==> config.mk <==
export PLATFORM = sky130hd
export DESIGN_NAME = mpc_top
export DESIGN_NICKNAME = d
export VERILOG_FILES = /design/src/mpc_mdio.v /design/src/mpc_pause.v /design/src/mpc_top.v
export VERILOG_INCLUDE_DIRS = /design/src /design/src/src
export SDC_FILE = /design/constraint.sdc
export NUM_CORES = 1
export LEC_CHECK = 0
export ABC_AREA = 1
export BUFFER_PORTS_ARGS = -buffer_cell sky130_fd_sc_hd__buf_2
export CAP_MARGIN = 20
export CORE_MARGIN = 2
export CORE_UTILIZATION = 45
export DETAILED_ROUTE_END_ITERATION = 10
export PLACE_DENSITY = 0.67
export SETUP_SLACK_MARGIN = 0.2
export SYNTH_ARGS = -nofsm -noshare
export SYNTH_HDL_FRONTEND = slang
export SYNTH_SLANG_ARGS = --single-unit
==> constraint.sdc <==
create_clock -name aclk -period 1.68 [get_ports aclk]
set_input_delay 0.336 -clock aclk [delete_from_list [all_inputs] [get_ports aclk]]
set_output_delay 0.336 -clock aclk [all_outputs]
set_load 0.03 [all_outputs]
==> src/mpc_map.vh <==
`ifndef MPC_MAP_VH
`define MPC_MAP_VH

// Register indices; byte address is four times the index
`define MPC_IDX_ACCESS 8'h06
`define MPC_IDX_DATA 8'h07
`define MPC_IDX_PAUSE 8'h08
`define MPC_IDX_MAC_CTRL 8'h10
`define MPC_ADDR_W 8

// Access register fields
`define MPC_ACC_PHY_HI 15
`define MPC_ACC_PHY_LO 11
`define MPC_ACC_IDX_HI 10
`define MPC_ACC_IDX_LO 6
`define MPC_ACC_WSEL 1
`define MPC_ACC_BUSY 0
`define MPC_ACC_MASK 32'h0000_FFC3

// Data register fields
`define MPC_DATA_MASK 32'h0000_FFFF

// Pause control fields
`define MPC_PC_TIME_HI 31
`define MPC_PC_TIME_LO 16
`define MPC_PC_PASS 2
`define MPC_PC_EN 1
`define MPC_PC_BUSY 0

// Mac control fields
`define MPC_MC_FDX 0
`define MPC_MC_TXEN 1
`define MPC_MC_PROMISC 2
`define MPC_MC_MASK 32'h0000_0007

`define MPC_RESET_VAL 32'h0000_0000
`define MPC_INT_PHY_ADDR 5'h01

// Timing
`define MPC_CLK_NS 8
`define MPC_SLOT_NS 5120
`define MPC_SLOT_CYC (`MPC_SLOT_NS / `MPC_CLK_NS)
`define MPC_MDC_HALF_NS 200
`define MPC_MDC_HALF_CYC (`MPC_MDC_HALF_NS / `MPC_CLK_NS)
`define MPC_MDIO_BITS 64
`define MPC_MDIO_TA_BIT 46
`define MPC_MDIO_DATA_BIT 48

// Bus responses
`define MPC_RESP_OKAY 2'b00
`define MPC_RESP_SLVERR 2'b10

`endif

==> src/mpc_mdio.v <==
`timescale 1ns/100ps
`include "mpc_map.vh"

module mpc_mdio #(
  parameter HALF_CYC = `MPC_MDC_HALF_CYC
) (
  input wire aclk,
  input wire aresetn,
  input wire start,
  input wire write_sel,
  input wire [4:0] phy_addr,
  input wire [4:0] reg_idx,
  input wire [15:0] wr_data,
  output reg done,
  output reg [15:0] rd_data,
  output reg mdc,
  output wire mdio_o,
  output wire mdio_oe_n,
  input wire mdio_i
);
  reg active_r;
  reg wsel_r;
  reg [5:0] bit_r;
  reg [63:0] sh_r;
  reg [15:0] div_r;
  wire tick = (div_r == HALF_CYC - 1);

  assign mdio_o = sh_r[63];
  // Read frames release the line from turnaround on
  assign mdio_oe_n = ~(active_r & (wsel_r | (bit_r < `MPC_MDIO_TA_BIT)));

  always @(posedge aclk) begin
    if (!aresetn) begin
      active_r <= 1'b0;
      wsel_r <= 1'b0;
      bit_r <= 6'h00;
      sh_r <= 64'h0000_0000_0000_0000;
      div_r <= 16'h0000;
      mdc <= 1'b0;
      done <= 1'b0;
      rd_data <= 16'h0000;
    end else begin
      done <= 1'b0;
      if (!active_r) begin
        mdc <= 1'b0;
        div_r <= 16'h0000;
        if (start) begin
          // Preamble, start, opcode, addresses, turnaround, data
          active_r <= 1'b1;
          wsel_r <= write_sel;
          bit_r <= 6'h00;
          sh_r <= {32'hFFFF_FFFF, 2'b01, write_sel ? 2'b01 : 2'b10,
                   phy_addr, reg_idx, 2'b10, write_sel ? wr_data : 16'hFFFF};
        end
      end else begin
        div_r <= tick ? 16'h0000 : div_r + 16'h0001;
        if (tick) begin
          mdc <= ~mdc;
          if (!mdc) begin
            if (!wsel_r && bit_r >= `MPC_MDIO_DATA_BIT)
              rd_data <= {rd_data[14:0], mdio_i};
          end else if (bit_r == `MPC_MDIO_BITS - 1) begin
            active_r <= 1'b0;
            done <= 1'b1;
          end else begin
            bit_r <= bit_r + 6'h01;
            sh_r <= {sh_r[62:0], 1'b1};
          end
        end
      end
    end
  end
endmodule // mpc_mdio

==> src/mpc_pause.v <==
`timescale 1ns/100ps
`include "mpc_map.vh"

module mpc_pause #(
  parameter SLOT_CYC = `MPC_SLOT_CYC
) (
  input wire aclk,
  input wire aresetn,
  input wire full_duplex,
  input wire tx_enable,
  input wire flow_en,
  input wire pause_req,
  input wire pause_frame_sent,
  input wire bp_req,
  input wire rx_pause_valid,
  input wire [15:0] rx_pause_quanta,
  output reg pause_frame_req,
  output wire back_pressure,
  output wire tx_halt,
  output wire busy
);
  localparam ST_IDLE = 1'b0;
  localparam ST_SEND = 1'b1;
  reg state_r;
  reg [15:0] quanta_r;
  reg [15:0] slot_r;
  wire slot_tick = (slot_r == SLOT_CYC - 1);

  // Half duplex: flow enable drives back pressure instead of pause
  assign back_pressure = ~full_duplex & flow_en & tx_enable & bp_req;
  assign busy = (state_r == ST_SEND) | back_pressure;
  assign tx_halt = (quanta_r != 16'h0000);

  always @(posedge aclk) begin
    if (!aresetn) begin
      state_r <= ST_IDLE;
      pause_frame_req <= 1'b0;
    end else begin
      case (state_r)
        ST_IDLE: begin
          if (pause_req && full_duplex && tx_enable) begin
            state_r <= ST_SEND;
            pause_frame_req <= 1'b1;
          end
        end
        ST_SEND: begin
          // Dropping tx enable aborts a frame not yet on the wire
          if (pause_frame_sent || !tx_enable) begin
            state_r <= ST_IDLE;
            pause_frame_req <= 1'b0;
          end
        end
        default: begin
          state_r <= ST_IDLE;
          pause_frame_req <= 1'b0;
        end
      endcase
    end
  end

  always @(posedge aclk) begin
    if (!aresetn) begin
      quanta_r <= 16'h0000;
      slot_r <= 16'h0000;
    end else if (rx_pause_valid && full_duplex && flow_en) begin
      quanta_r <= rx_pause_quanta;
      slot_r <= 16'h0000;
    end else if (!full_duplex || !flow_en) begin
      quanta_r <= 16'h0000;
      slot_r <= 16'h0000;
    end else if (quanta_r != 16'h0000) begin
      slot_r <= slot_tick ? 16'h0000 : slot_r + 16'h0001;
      if (slot_tick)
        quanta_r <= quanta_r - 16'h0001;
    end
  end
endmodule // mpc_pause

==> src/mpc_top.v <==
// The AXI4-Lite slave port is this design's own decision.
`timescale 1ns/100ps
`include "mpc_map.vh"

module mpc_top #(
  parameter SLOT_CYC = `MPC_SLOT_CYC,
  parameter MDC_HALF_CYC = `MPC_MDC_HALF_CYC
) (
  input wire aclk,
  input wire aresetn,
  input wire [`MPC_ADDR_W+1:0] s_axi_awaddr,
  input wire s_axi_awvalid,
  output wire s_axi_awready,
  input wire [31:0] s_axi_wdata,
  input wire [3:0] s_axi_wstrb,
  input wire s_axi_wvalid,
  output wire s_axi_wready,
  output reg [1:0] s_axi_bresp,
  output reg s_axi_bvalid,
  input wire s_axi_bready,
  input wire [`MPC_ADDR_W+1:0] s_axi_araddr,
  input wire s_axi_arvalid,
  output wire s_axi_arready,
  output reg [31:0] s_axi_rdata,
  output reg [1:0] s_axi_rresp,
  output reg s_axi_rvalid,
  input wire s_axi_rready,
  output wire mdc,
  output wire mdio_o,
  output wire mdio_oe_n,
  input wire mdio_i,
  input wire pause_req,
  output wire pause_frame_req,
  output wire [15:0] pause_time_value,
  input wire pause_frame_sent,
  input wire bp_req,
  output wire back_pressure,
  output wire tx_halt,
  input wire rx_pause_valid,
  input wire [15:0] rx_pause_quanta,
  input wire rx_frame_valid,
  input wire [7:0] rx_data_in,
  input wire rx_is_pause,
  input wire rx_filter_pass_in,
  output reg rx_frame_valid_out,
  output reg [7:0] rx_data_out,
  output reg rx_filter_pass_out
);
  reg [`MPC_ADDR_W+1:0] aw_addr_r;
  reg aw_held_r;
  reg [31:0] w_data_r;
  reg [3:0] w_strb_r;
  reg w_held_r;

  reg [4:0] phy_addr_r;
  reg [4:0] phy_reg_index_r;
  reg phy_mgmt_write_sel_r;
  reg phy_mgmt_busy_r;
  reg mdio_start_r;
  reg [15:0] phy_data_r;
  reg [15:0] pause_time_r;
  reg pass_ctrl_frames_r;
  reg pause_rx_enable_r;
  reg [2:0] mac_ctrl_r;

  wire mdio_done;
  wire [15:0] mdio_rd_data;
  wire pause_tx_busy;
  wire full_duplex = mac_ctrl_r[`MPC_MC_FDX];
  wire tx_enable = mac_ctrl_r[`MPC_MC_TXEN];
  wire promisc = mac_ctrl_r[`MPC_MC_PROMISC];

  wire [`MPC_ADDR_W-1:0] wr_idx = aw_addr_r[`MPC_ADDR_W+1:2];
  wire [`MPC_ADDR_W-1:0] rd_idx = s_axi_araddr[`MPC_ADDR_W+1:2];
  wire wr_go = aw_held_r & w_held_r & ~s_axi_bvalid;
  wire [31:0] strb_mask = {{8{w_strb_r[3]}}, {8{w_strb_r[2]}},
                           {8{w_strb_r[1]}}, {8{w_strb_r[0]}}};

  reg [31:0] acc_rd;
  reg [31:0] data_rd;
  reg [31:0] pause_rd;
  reg [31:0] mc_rd;
  reg [31:0] acc_new;
  reg [31:0] data_new;
  reg [31:0] pause_new;
  reg [31:0] mc_new;

  assign s_axi_awready = ~aw_held_r;
  assign s_axi_wready = ~w_held_r;
  assign s_axi_arready = ~s_axi_rvalid;
  assign pause_time_value = pause_time_r;

  // Readback views; reserved bits are constant zero
  always @* begin
    acc_rd = `MPC_RESET_VAL;
    acc_rd[`MPC_ACC_PHY_HI:`MPC_ACC_PHY_LO] = phy_addr_r;
    acc_rd[`MPC_ACC_IDX_HI:`MPC_ACC_IDX_LO] = phy_reg_index_r;
    acc_rd[`MPC_ACC_WSEL] = phy_mgmt_write_sel_r;
    acc_rd[`MPC_ACC_BUSY] = phy_mgmt_busy_r;
    data_rd = {16'h0000, phy_data_r};
    pause_rd = `MPC_RESET_VAL;
    pause_rd[`MPC_PC_TIME_HI:`MPC_PC_TIME_LO] = pause_time_r;
    pause_rd[`MPC_PC_PASS] = pass_ctrl_frames_r;
    pause_rd[`MPC_PC_EN] = pause_rx_enable_r;
    pause_rd[`MPC_PC_BUSY] = pause_tx_busy;
    mc_rd = {29'h0000_0000, mac_ctrl_r};
  end

  // Byte-lane merge of held write data into each register view
  always @* begin
    acc_new = ((acc_rd & ~strb_mask) | (w_data_r & strb_mask)) & `MPC_ACC_MASK;
    data_new = ((data_rd & ~strb_mask) | (w_data_r & strb_mask)) & `MPC_DATA_MASK;
    pause_new = (pause_rd & ~strb_mask) | (w_data_r & strb_mask);
    mc_new = ((mc_rd & ~strb_mask) | (w_data_r & strb_mask)) & `MPC_MC_MASK;
  end

  // Write channel: address and data held independently
  always @(posedge aclk) begin
    if (!aresetn) begin
      aw_held_r <= 1'b0;
      aw_addr_r <= {(`MPC_ADDR_W+2){1'b0}};
      w_held_r <= 1'b0;
      w_data_r <= 32'h0000_0000;
      w_strb_r <= 4'h0;
      s_axi_bvalid <= 1'b0;
      s_axi_bresp <= `MPC_RESP_OKAY;
    end else begin
      if (s_axi_awvalid && !aw_held_r) begin
        aw_held_r <= 1'b1;
        aw_addr_r <= s_axi_awaddr;
      end
      if (s_axi_wvalid && !w_held_r) begin
        w_held_r <= 1'b1;
        w_data_r <= s_axi_wdata;
        w_strb_r <= s_axi_wstrb;
      end
      if (wr_go) begin
        aw_held_r <= 1'b0;
        w_held_r <= 1'b0;
        s_axi_bvalid <= 1'b1;
        // Holes in the map answer SLVERR and change nothing
        case (wr_idx)
          `MPC_IDX_ACCESS, `MPC_IDX_DATA, `MPC_IDX_PAUSE, `MPC_IDX_MAC_CTRL:
            s_axi_bresp <= `MPC_RESP_OKAY;
          default:
            s_axi_bresp <= `MPC_RESP_SLVERR;
        endcase
      end else if (s_axi_bvalid && s_axi_bready) begin
        s_axi_bvalid <= 1'b0;
      end
    end
  end

  // Register state and management cycle launch
  always @(posedge aclk) begin
    if (!aresetn) begin
      phy_addr_r <= 5'h00;
      phy_reg_index_r <= 5'h00;
      phy_mgmt_write_sel_r <= 1'b0;
      phy_mgmt_busy_r <= 1'b0;
      mdio_start_r <= 1'b0;
      phy_data_r <= 16'h0000;
      pause_time_r <= 16'h0000;
      pass_ctrl_frames_r <= 1'b0;
      pause_rx_enable_r <= 1'b0;
      mac_ctrl_r <= 3'h0;
    end else begin
      mdio_start_r <= 1'b0;
      if (mdio_done) begin
        phy_mgmt_busy_r <= 1'b0;
        if (!phy_mgmt_write_sel_r)
          phy_data_r <= mdio_rd_data;
      end
      // Writes to the access or data register during a cycle are dropped,
      // protecting the frame in flight from careless software
      if (wr_go && wr_idx == `MPC_IDX_ACCESS && !phy_mgmt_busy_r) begin
        phy_addr_r <= acc_new[`MPC_ACC_PHY_HI:`MPC_ACC_PHY_LO];
        phy_reg_index_r <= acc_new[`MPC_ACC_IDX_HI:`MPC_ACC_IDX_LO];
        phy_mgmt_write_sel_r <= acc_new[`MPC_ACC_WSEL];
        if (acc_new[`MPC_ACC_BUSY]) begin
          phy_mgmt_busy_r <= 1'b1;
          mdio_start_r <= 1'b1;
        end
      end
      if (wr_go && wr_idx == `MPC_IDX_DATA && !phy_mgmt_busy_r)
        phy_data_r <= data_new[15:0];
      // Taken even while pause busy; waiting for idle is software's duty
      if (wr_go && wr_idx == `MPC_IDX_PAUSE) begin
        pause_time_r <= pause_new[`MPC_PC_TIME_HI:`MPC_PC_TIME_LO];
        pass_ctrl_frames_r <= pause_new[`MPC_PC_PASS];
        pause_rx_enable_r <= pause_new[`MPC_PC_EN];
        // Busy position is status only; written value is ignored
      end
      // Local duplex, transmit and filter mode bits
      if (wr_go && wr_idx == `MPC_IDX_MAC_CTRL)
        mac_ctrl_r <= mc_new[2:0];
    end
  end

  // Read channel: one cycle answer, unmapped reads zero with error
  always @(posedge aclk) begin
    if (!aresetn) begin
      s_axi_rvalid <= 1'b0;
      s_axi_rdata <= 32'h0000_0000;
      s_axi_rresp <= `MPC_RESP_OKAY;
    end else if (s_axi_arvalid && !s_axi_rvalid) begin
      s_axi_rvalid <= 1'b1;
      s_axi_rresp <= `MPC_RESP_OKAY;
      case (rd_idx)
        `MPC_IDX_ACCESS: s_axi_rdata <= acc_rd;
        `MPC_IDX_DATA: s_axi_rdata <= data_rd;
        `MPC_IDX_PAUSE: s_axi_rdata <= pause_rd;
        `MPC_IDX_MAC_CTRL: s_axi_rdata <= mc_rd;
        default: begin
          s_axi_rdata <= 32'h0000_0000;
          s_axi_rresp <= `MPC_RESP_SLVERR;
        end
      endcase
    end else if (s_axi_rvalid && s_axi_rready) begin
      s_axi_rvalid <= 1'b0;
    end
  end

  // Receive status path; data is never gated, only the filter verdict
  always @(posedge aclk) begin
    if (!aresetn) begin
      rx_frame_valid_out <= 1'b0;
      rx_data_out <= 8'h00;
      rx_filter_pass_out <= 1'b0;
    end else begin
      rx_frame_valid_out <= rx_frame_valid;
      rx_data_out <= rx_data_in;
      if (promisc)
        rx_filter_pass_out <= rx_filter_pass_in;
      else if (rx_is_pause)
        rx_filter_pass_out <= rx_filter_pass_in & pass_ctrl_frames_r;
      else
        rx_filter_pass_out <= rx_filter_pass_in;
    end
  end

  mpc_mdio #(
    .HALF_CYC(MDC_HALF_CYC)
  ) u_mdio (
    .aclk(aclk),
    .aresetn(aresetn),
    .start(mdio_start_r),
    .write_sel(phy_mgmt_write_sel_r),
    .phy_addr(phy_addr_r),
    .reg_idx(phy_reg_index_r),
    .wr_data(phy_data_r),
    .done(mdio_done),
    .rd_data(mdio_rd_data),
    .mdc(mdc),
    .mdio_o(mdio_o),
    .mdio_oe_n(mdio_oe_n),
    .mdio_i(mdio_i)
  );

  mpc_pause #(
    .SLOT_CYC(SLOT_CYC)
  ) u_pause (
    .aclk(aclk),
    .aresetn(aresetn),
    .full_duplex(full_duplex),
    .tx_enable(tx_enable),
    .flow_en(pause_rx_enable_r),
    .pause_req(pause_req),
    .pause_frame_sent(pause_frame_sent),
    .bp_req(bp_req),
    .rx_pause_valid(rx_pause_valid),
    .rx_pause_quanta(rx_pause_quanta),
    .pause_frame_req(pause_frame_req),
    .back_pressure(back_pressure),
    .tx_halt(tx_halt),
    .busy(pause_tx_busy)
  );
endmodule // mpc_top

==> results of run 1 <==
## synth_stat cells (all sizes together)
cell type,n,area (um2)
nand2,443,1720
nor2,347,1440
dfxtp,282,5650
inv,197,739
a21oi,158,795
o21ai,140,701
nand3,107,568
clkbuf,46,173
buf,41,298
nand4,26,178
nor3,19,106
o21a,12,90.1
o22ai,10,62.6
ha,5,62.6
xor2,5,43.8
or2,4,25.0
xnor2,3,26.3
clkinv,2,7.51
nor3b,2,15.0
o21bai,2,15.0
a31o,1,8.76
and3,1,6.26
conb,1,3.75
nand3b,1,7.51
nor4,1,6.26
o211ai,1,7.51
o32ai,1,8.76
## worst min-delay path by stage
| stage | depth (start not counted) | from | endpoint | slack (ns) |
|---|---|---|---|---|
| after CTS | 3 | s_axi_wdata[4] | w_data_r[4] | 0.003 |
| final | 3 | mdio_i | u_mdio.rd_data[0] | 0.02 |
| after floorplan | 2 | u_mdio.sh_r[16] | u_mdio.sh_r[16] | 0.41 |
| after global routing | 3 | s_axi_wdata[8] | w_data_r[8] | 0.02 |
| after global placement | 2 | u_mdio.sh_r[31] | u_mdio.sh_r[31] | 0.42 |
| after detailed placement | 2 | u_mdio.sh_r[16] | u_mdio.sh_r[16] | 0.43 |
## per-layer routing
layer	GRT usage	up-vias	routed length, um
li1	-	6532	-
met1	0.313	6222	16600
met2	0.403	408	19500
met3	0.0327	68	2110
met4	0.0753	0	930
met5	0	-	0
## final cells by class
type | instances | area [um2]
multi-input combinational | 1299 | 7370
fill | 2171 | 9370
inverter | 199 | 772
clock buffer | 46 | 932
clock inverter | 10 | 138
tap | 378 | 473
antenna | 2 | 5.00
timing repair buffer | 340 | 3090
sequential | 282 | 5700
## power groups by stage
stage                     combinational [mW]  sequential, mW  clock [mW]
after CTS                              0.912            6.90        7.09
after floorplan                        0.446            7.12           0
after global routing                    1.11            6.92        7.38
after global placement                 0.823            7.05           0
after detailed placement               0.833            7.05           0
final                                   1.01            6.91        7.03
## what timing repair did
action / in CTS / in global routing
setup buffers: 51 / 28
cloned: 26 / 3
pin swaps: 76 / 111
endpoints found under the hold margin: 15 / 0
setup endpoints to repair: 170 / 199
hold buffers: 16 / 0
resized for setup: 254 / 291
## cell families (layout without fill, tap and decap cells)
family / after synthesis / count (layout) / synth area share
simple gates: 951 / 959 / 0.319
compound gates: 325 / 325 / 0.132
buf+inv: 286 / 595 / 0.0954
flops: 282 / 282 / 0.443
xor+xnor: 8 / 8 / 0.00549
fa+ha+maj: 5 / 5 / 0.00490
other cells: 1 / 4 / 0.000294
## worst register-to-register path: stages, from the launching register on
cell,delay (ns)
dfxtp_4,0.35
buf_6,0.11
ha_4,0.16
nand3_4,0.08
nor2_4,0.05
nor2_4,0.10
nand4_4,0.17
buf_12,0.18
nand2_8,0.09
buf_12,0.14
buf_12,0.10
buf_16,0.12
nor2_4,0.03
nor2_1,0.09
==> run metrics, run 1 <==
type of origin of the critical path=register; Placed Cells=between 2000 and 2500; Gate power share=0.068; final wirelength=39.2 mm; worst stage delay on the critical path=~0.32 ns; most frequent cells in the layout=nand2_1, nor2_1, dfxtp_1, inv_1, buf_2; yosys warns=0; R2R Setup Slk=-0.16 ns; initial core utilization=0.458; Die Ht=around 170 um; Die Wd=~170 um; Hold WS=0.0151 ns; setup ws final=-0.216 ns; Core ar.=between 20000 and 30000 um2; clock share of power=0.470; CTS buffer count=30; full die area=approximately 30000 um2; pre-CTS WS=-0.0961 ns; largest net degree at the start of global routing=approximately 80; cell area after synthesis=12800 um2; Worst R2R End=u_mdio.sh_r[38]; CP endpoint=tx_halt; PD cells=a little over 800 nW/um2; VDD IR-drop max=approximately 0.90 mV; post-synthesis register bit count=between 200 and 300; Slew HR=0.506; Setup CP Type=reg -> out; Fin. Hold Viols=0; Syn Area/Cell=around 6.9 um2; Crit path depth=6; area grow syn2layout=44.9%; Max Freq=approximately 530 MHz; clk_lat worst skew=about 0.55 ns; Routed Antenna Nets=0; number of vias per cell=between 5 and 6; clock transition at the registers of the reported paths=~0.060 ns; # rows=just over 60; fin area=between 15000 and 20000 um2; setup TNS=-5.26 ns; DP HPWL=about 23 mm; crit path time final=1.90 ns; post-synth cell types=43; CTS tree=done; GPL Wtd Cong=0.896; FF-to-FF Start=u_mdio.bit_r[1]; first-pass GRT wire length=between 50 and 60 mm; Int Pwr=between 10 and 15 mW; outcome=finished, violations left; Final Power=between 10 and 15 mW; Initial DRC Count=roughly 840; dpl cell area=roughly 14000 um2; CP arrival=roughly 1.6 ns; clk sinks=282; NumNets Final=between 2000 and 2500; Final Skew=a little under 0.008 ns; GRT overflow=0; # DRC=0; critical path, cell by cell=inv_2 -> ha_4 -> nand2_4 -> nor2_4 -> nand4_1 -> buf_6; Pre-antenna DRT Iters=5; Worst Hold Class=in -> reg; fin util=0.664; sum of buffers and inverters on the critical path=2; crit-path max FO=2; Slew Viols, Final=0; CTS root buffer=clkbuf_16; layout cells sized above 1=0.343; vias in the first global route=between 10000 and 15000; GRT Overall Usage=0.238; RSZ-0062 raised after global routing=yes; Avg WL per Cell=around 15 um; Worst Tran Pin Value=0.740 ns; Static Leak=~8 nW; H-tree levels=1; Final period util=1.13; CTS max path bufs=3; Crit. Startpoint=u_pause.quanta_r[0]; CP Data Required Time=between 1 and 1.5 ns; Synth Instances=approximately 1900; Buffers on Ports=161; routed vias=13230; worst reg-to-reg path cell count=13; Max-Cap Viols=0; failing checks=setup timing; Sequential Power Share=0.462; Final setup viols=between 60 and 70; CP endpoint kind=primary output; Ports=roughly 170; Net Sw Frac=0.233; top cell family by delay on the critical path=flip-flops; commonest non-fill, non-tap cell in the layout=nand2_1; CP max stage cell=dfxtp_2; sequential area share after synthesis=0.443; Post-Layout Cell Count=roughly 2600; NetSw=approximately 3.5 mW; initial antenna violation count=2
Power figures use the tool's default switching activity.
==> run 2, diff against run 1 <==
Settings changed: PLACE_DENSITY 0.67 to unset.
Clock period 1.68 ns to 2.35 ns, I/O delays scaled along.
==> run 2 against run 1 <==
The flow now finishes without violations. Core utilization shrank 13 points. Non-clock buffer count is 159 lower. Critical path depth down 1. Flip-flop and latch count stayed put.
==> run metrics, run 2 (synthesized netlist as in run 1, its figures left out) <==
outcome=complete, no violations; Hold WS=0.146 ns; critical path, cell by cell=nor2_1 -> nand2_4 -> nor2_2 -> nand4_1 -> buf_6; Worst Tran Pin Value=~0.6 ns; number of vias per cell=between 4 and 5; routed vias=about 12000; GPL Wtd Cong=0.868; Max-Cap Viols=0; worst stage delay on the critical path=0.35 ns; DP HPWL=22.0 mm; Static Leak=6.60 nW; crit path time final=between 2 and 2.5 ns; Fin. Hold Viols=0; setup TNS=0 ns; Post-CTS Setup Bufs=0; vias in the first global route=about 10000; # fillers=2821; GRT Overall Usage=0.211; Ports=168; RSZ-0062 raised after global routing=no; NumNets Final=roughly 2100; full die area=roughly 30000 um2; CP Data Required Time=1.88 ns; PD cells=712 nW/um2; type of origin of the critical path=register; GRT overflow=0; largest net degree at the start of global routing=88; Net Sw Frac=0.227; initial antenna violation count=3; H-tree levels=2; Core ar.=approximately 28000 um2; commonest non-fill, non-tap cell in the layout=nand2_1; CTS max path bufs=3; clock transition at the registers of the reported paths=0.06 ns; # DRC=0; Die Wd=between 150 and 200 um; Routed Antenna Nets=0; Avg WL per Cell=between 10 and 15 um; Int Pwr=about 8.2 mW; first-pass GRT wire length=approximately 51 mm; most frequent cells in the layout=nand2_1, nor2_1, dfxtp_1, inv_1, buf_2; final wirelength=~32 mm; register area=about 5600 um2; clk_lat worst skew=roughly 0.51 ns; layout cells sized above 1=0.149; clk sinks=282; fin util=0.536; Setup CP Type=reg -> out; CP max stage cell=dfxtp_1; Max Freq=a little under 500 MHz; Buffers on Ports=between 150 and 200; Initial DRC Count=slightly below 700; Final setup viols=0; area of the multi-input gates=around 5900 um2; CTS tree=done; Die Ht=~170 um; CP arrival=1.59 ns; initial core utilization=0.458; Final Skew=roughly 0.023 ns; Slew Viols, Final=0; CP endpoint kind=primary output; crit-path max FO=6; CTS root buffer=clkbuf_16; VDD IR-drop max=approximately 0.54 mV; area grow syn2layout=17.1%; Pre-antenna DRT Iters=6; Final period util=0.875; Worst Hold Class=in -> reg; CTS Hold Bufs=0; Slew HR=0.587; clock share of power=0.481; CTS buffer count=34; Gate power share=0.054; Sequential Power Share=0.465; # rows=slightly above 60; NetSw=~2.4 mW
-- run 2: timing repair --
item / CTS / global route
resized for setup: 5 / 8
endpoints found under the setup margin: 1 / 67
hold endpoints to repair: 0 / 0
pin swaps: 0 / 1
-- run 2: power groups by stage --
stage | Sequential [mW] | Clock [mW] | Combinational (mW)
floorplan | 5.09 | 0 | 0.319
global placement | 5.04 | 0 | 0.574
detailed placement | 5.05 | 0 | 0.580
CTS | 4.94 | 5.25 | 0.583
global route | 4.95 | 5.44 | 0.648
finish | 4.94 | 5.12 | 0.578
-- run 2: path summary, 6_finish.rpt --
| check | depth (start not counted) | slack (ns) | from | end |
|---|---|---|---|---|
| setup reg to reg | 8 | 0.47 | u_pause.slot_r[0] | u_pause.quanta_r[2] |
| hold reg to reg | 2 | 0.44 | u_mdio.sh_r[16] | u_mdio.sh_r[16] |
| hold / removal | 2 | 0.15 | rx_is_pause | rx_filter_pass_out |
| setup / recovery | 5 | 0.29 | u_pause.quanta_r[2] | tx_halt |
-- run 2: metal layers --
metal / wire, um / up-vias / share of wire / global-route usage
li1: - / 6159 / - / -
met1: 15000 / 5293 / 0.47 / 0.286
met2: 15000 / 209 / 0.47 / 0.350
met3: 1300 / 50 / 0.040 / 0.0316
met4: 662 / 0 / 0.021 / 0.0570
met5: 0 / - / 0 / 0
-- run 2: worst max-delay path: cells and delay by family (launching register included) --
family / cells / cell delay, ns
and+or+nand+nor: 4 / 0.58
buffers and inverters: 1 / 0.17
DFF: 1 / 0.35
-- run 2: through the flow --
stage | worst slack [ns] | power [mW] | std cells | instance area [um2]
floorplan | 0.590 | 5.41 | 1859 | 12800
global placement | 0.270 | 5.62 | 2331 | 13800
detailed placement | 0.259 | 5.63 | 2331 | 13800
CTS | 0.203 | 10.8 | 2387 | 14900
global route | 0.190 | 11.0 | 2390 | 14900
finish | 0.294 | 10.6 | 2391 | 14900
-- run 2: cell type report --
cell class                 count  share of cell area
tap                          378              0.0317
sequential                   282               0.378
clock inverter                10             0.00922
inverter                     199              0.0500
antenna                        4            0.000670
timing repair buffer         181              0.0690
clock buffer                  46              0.0634
multi-input combinational   1291               0.398
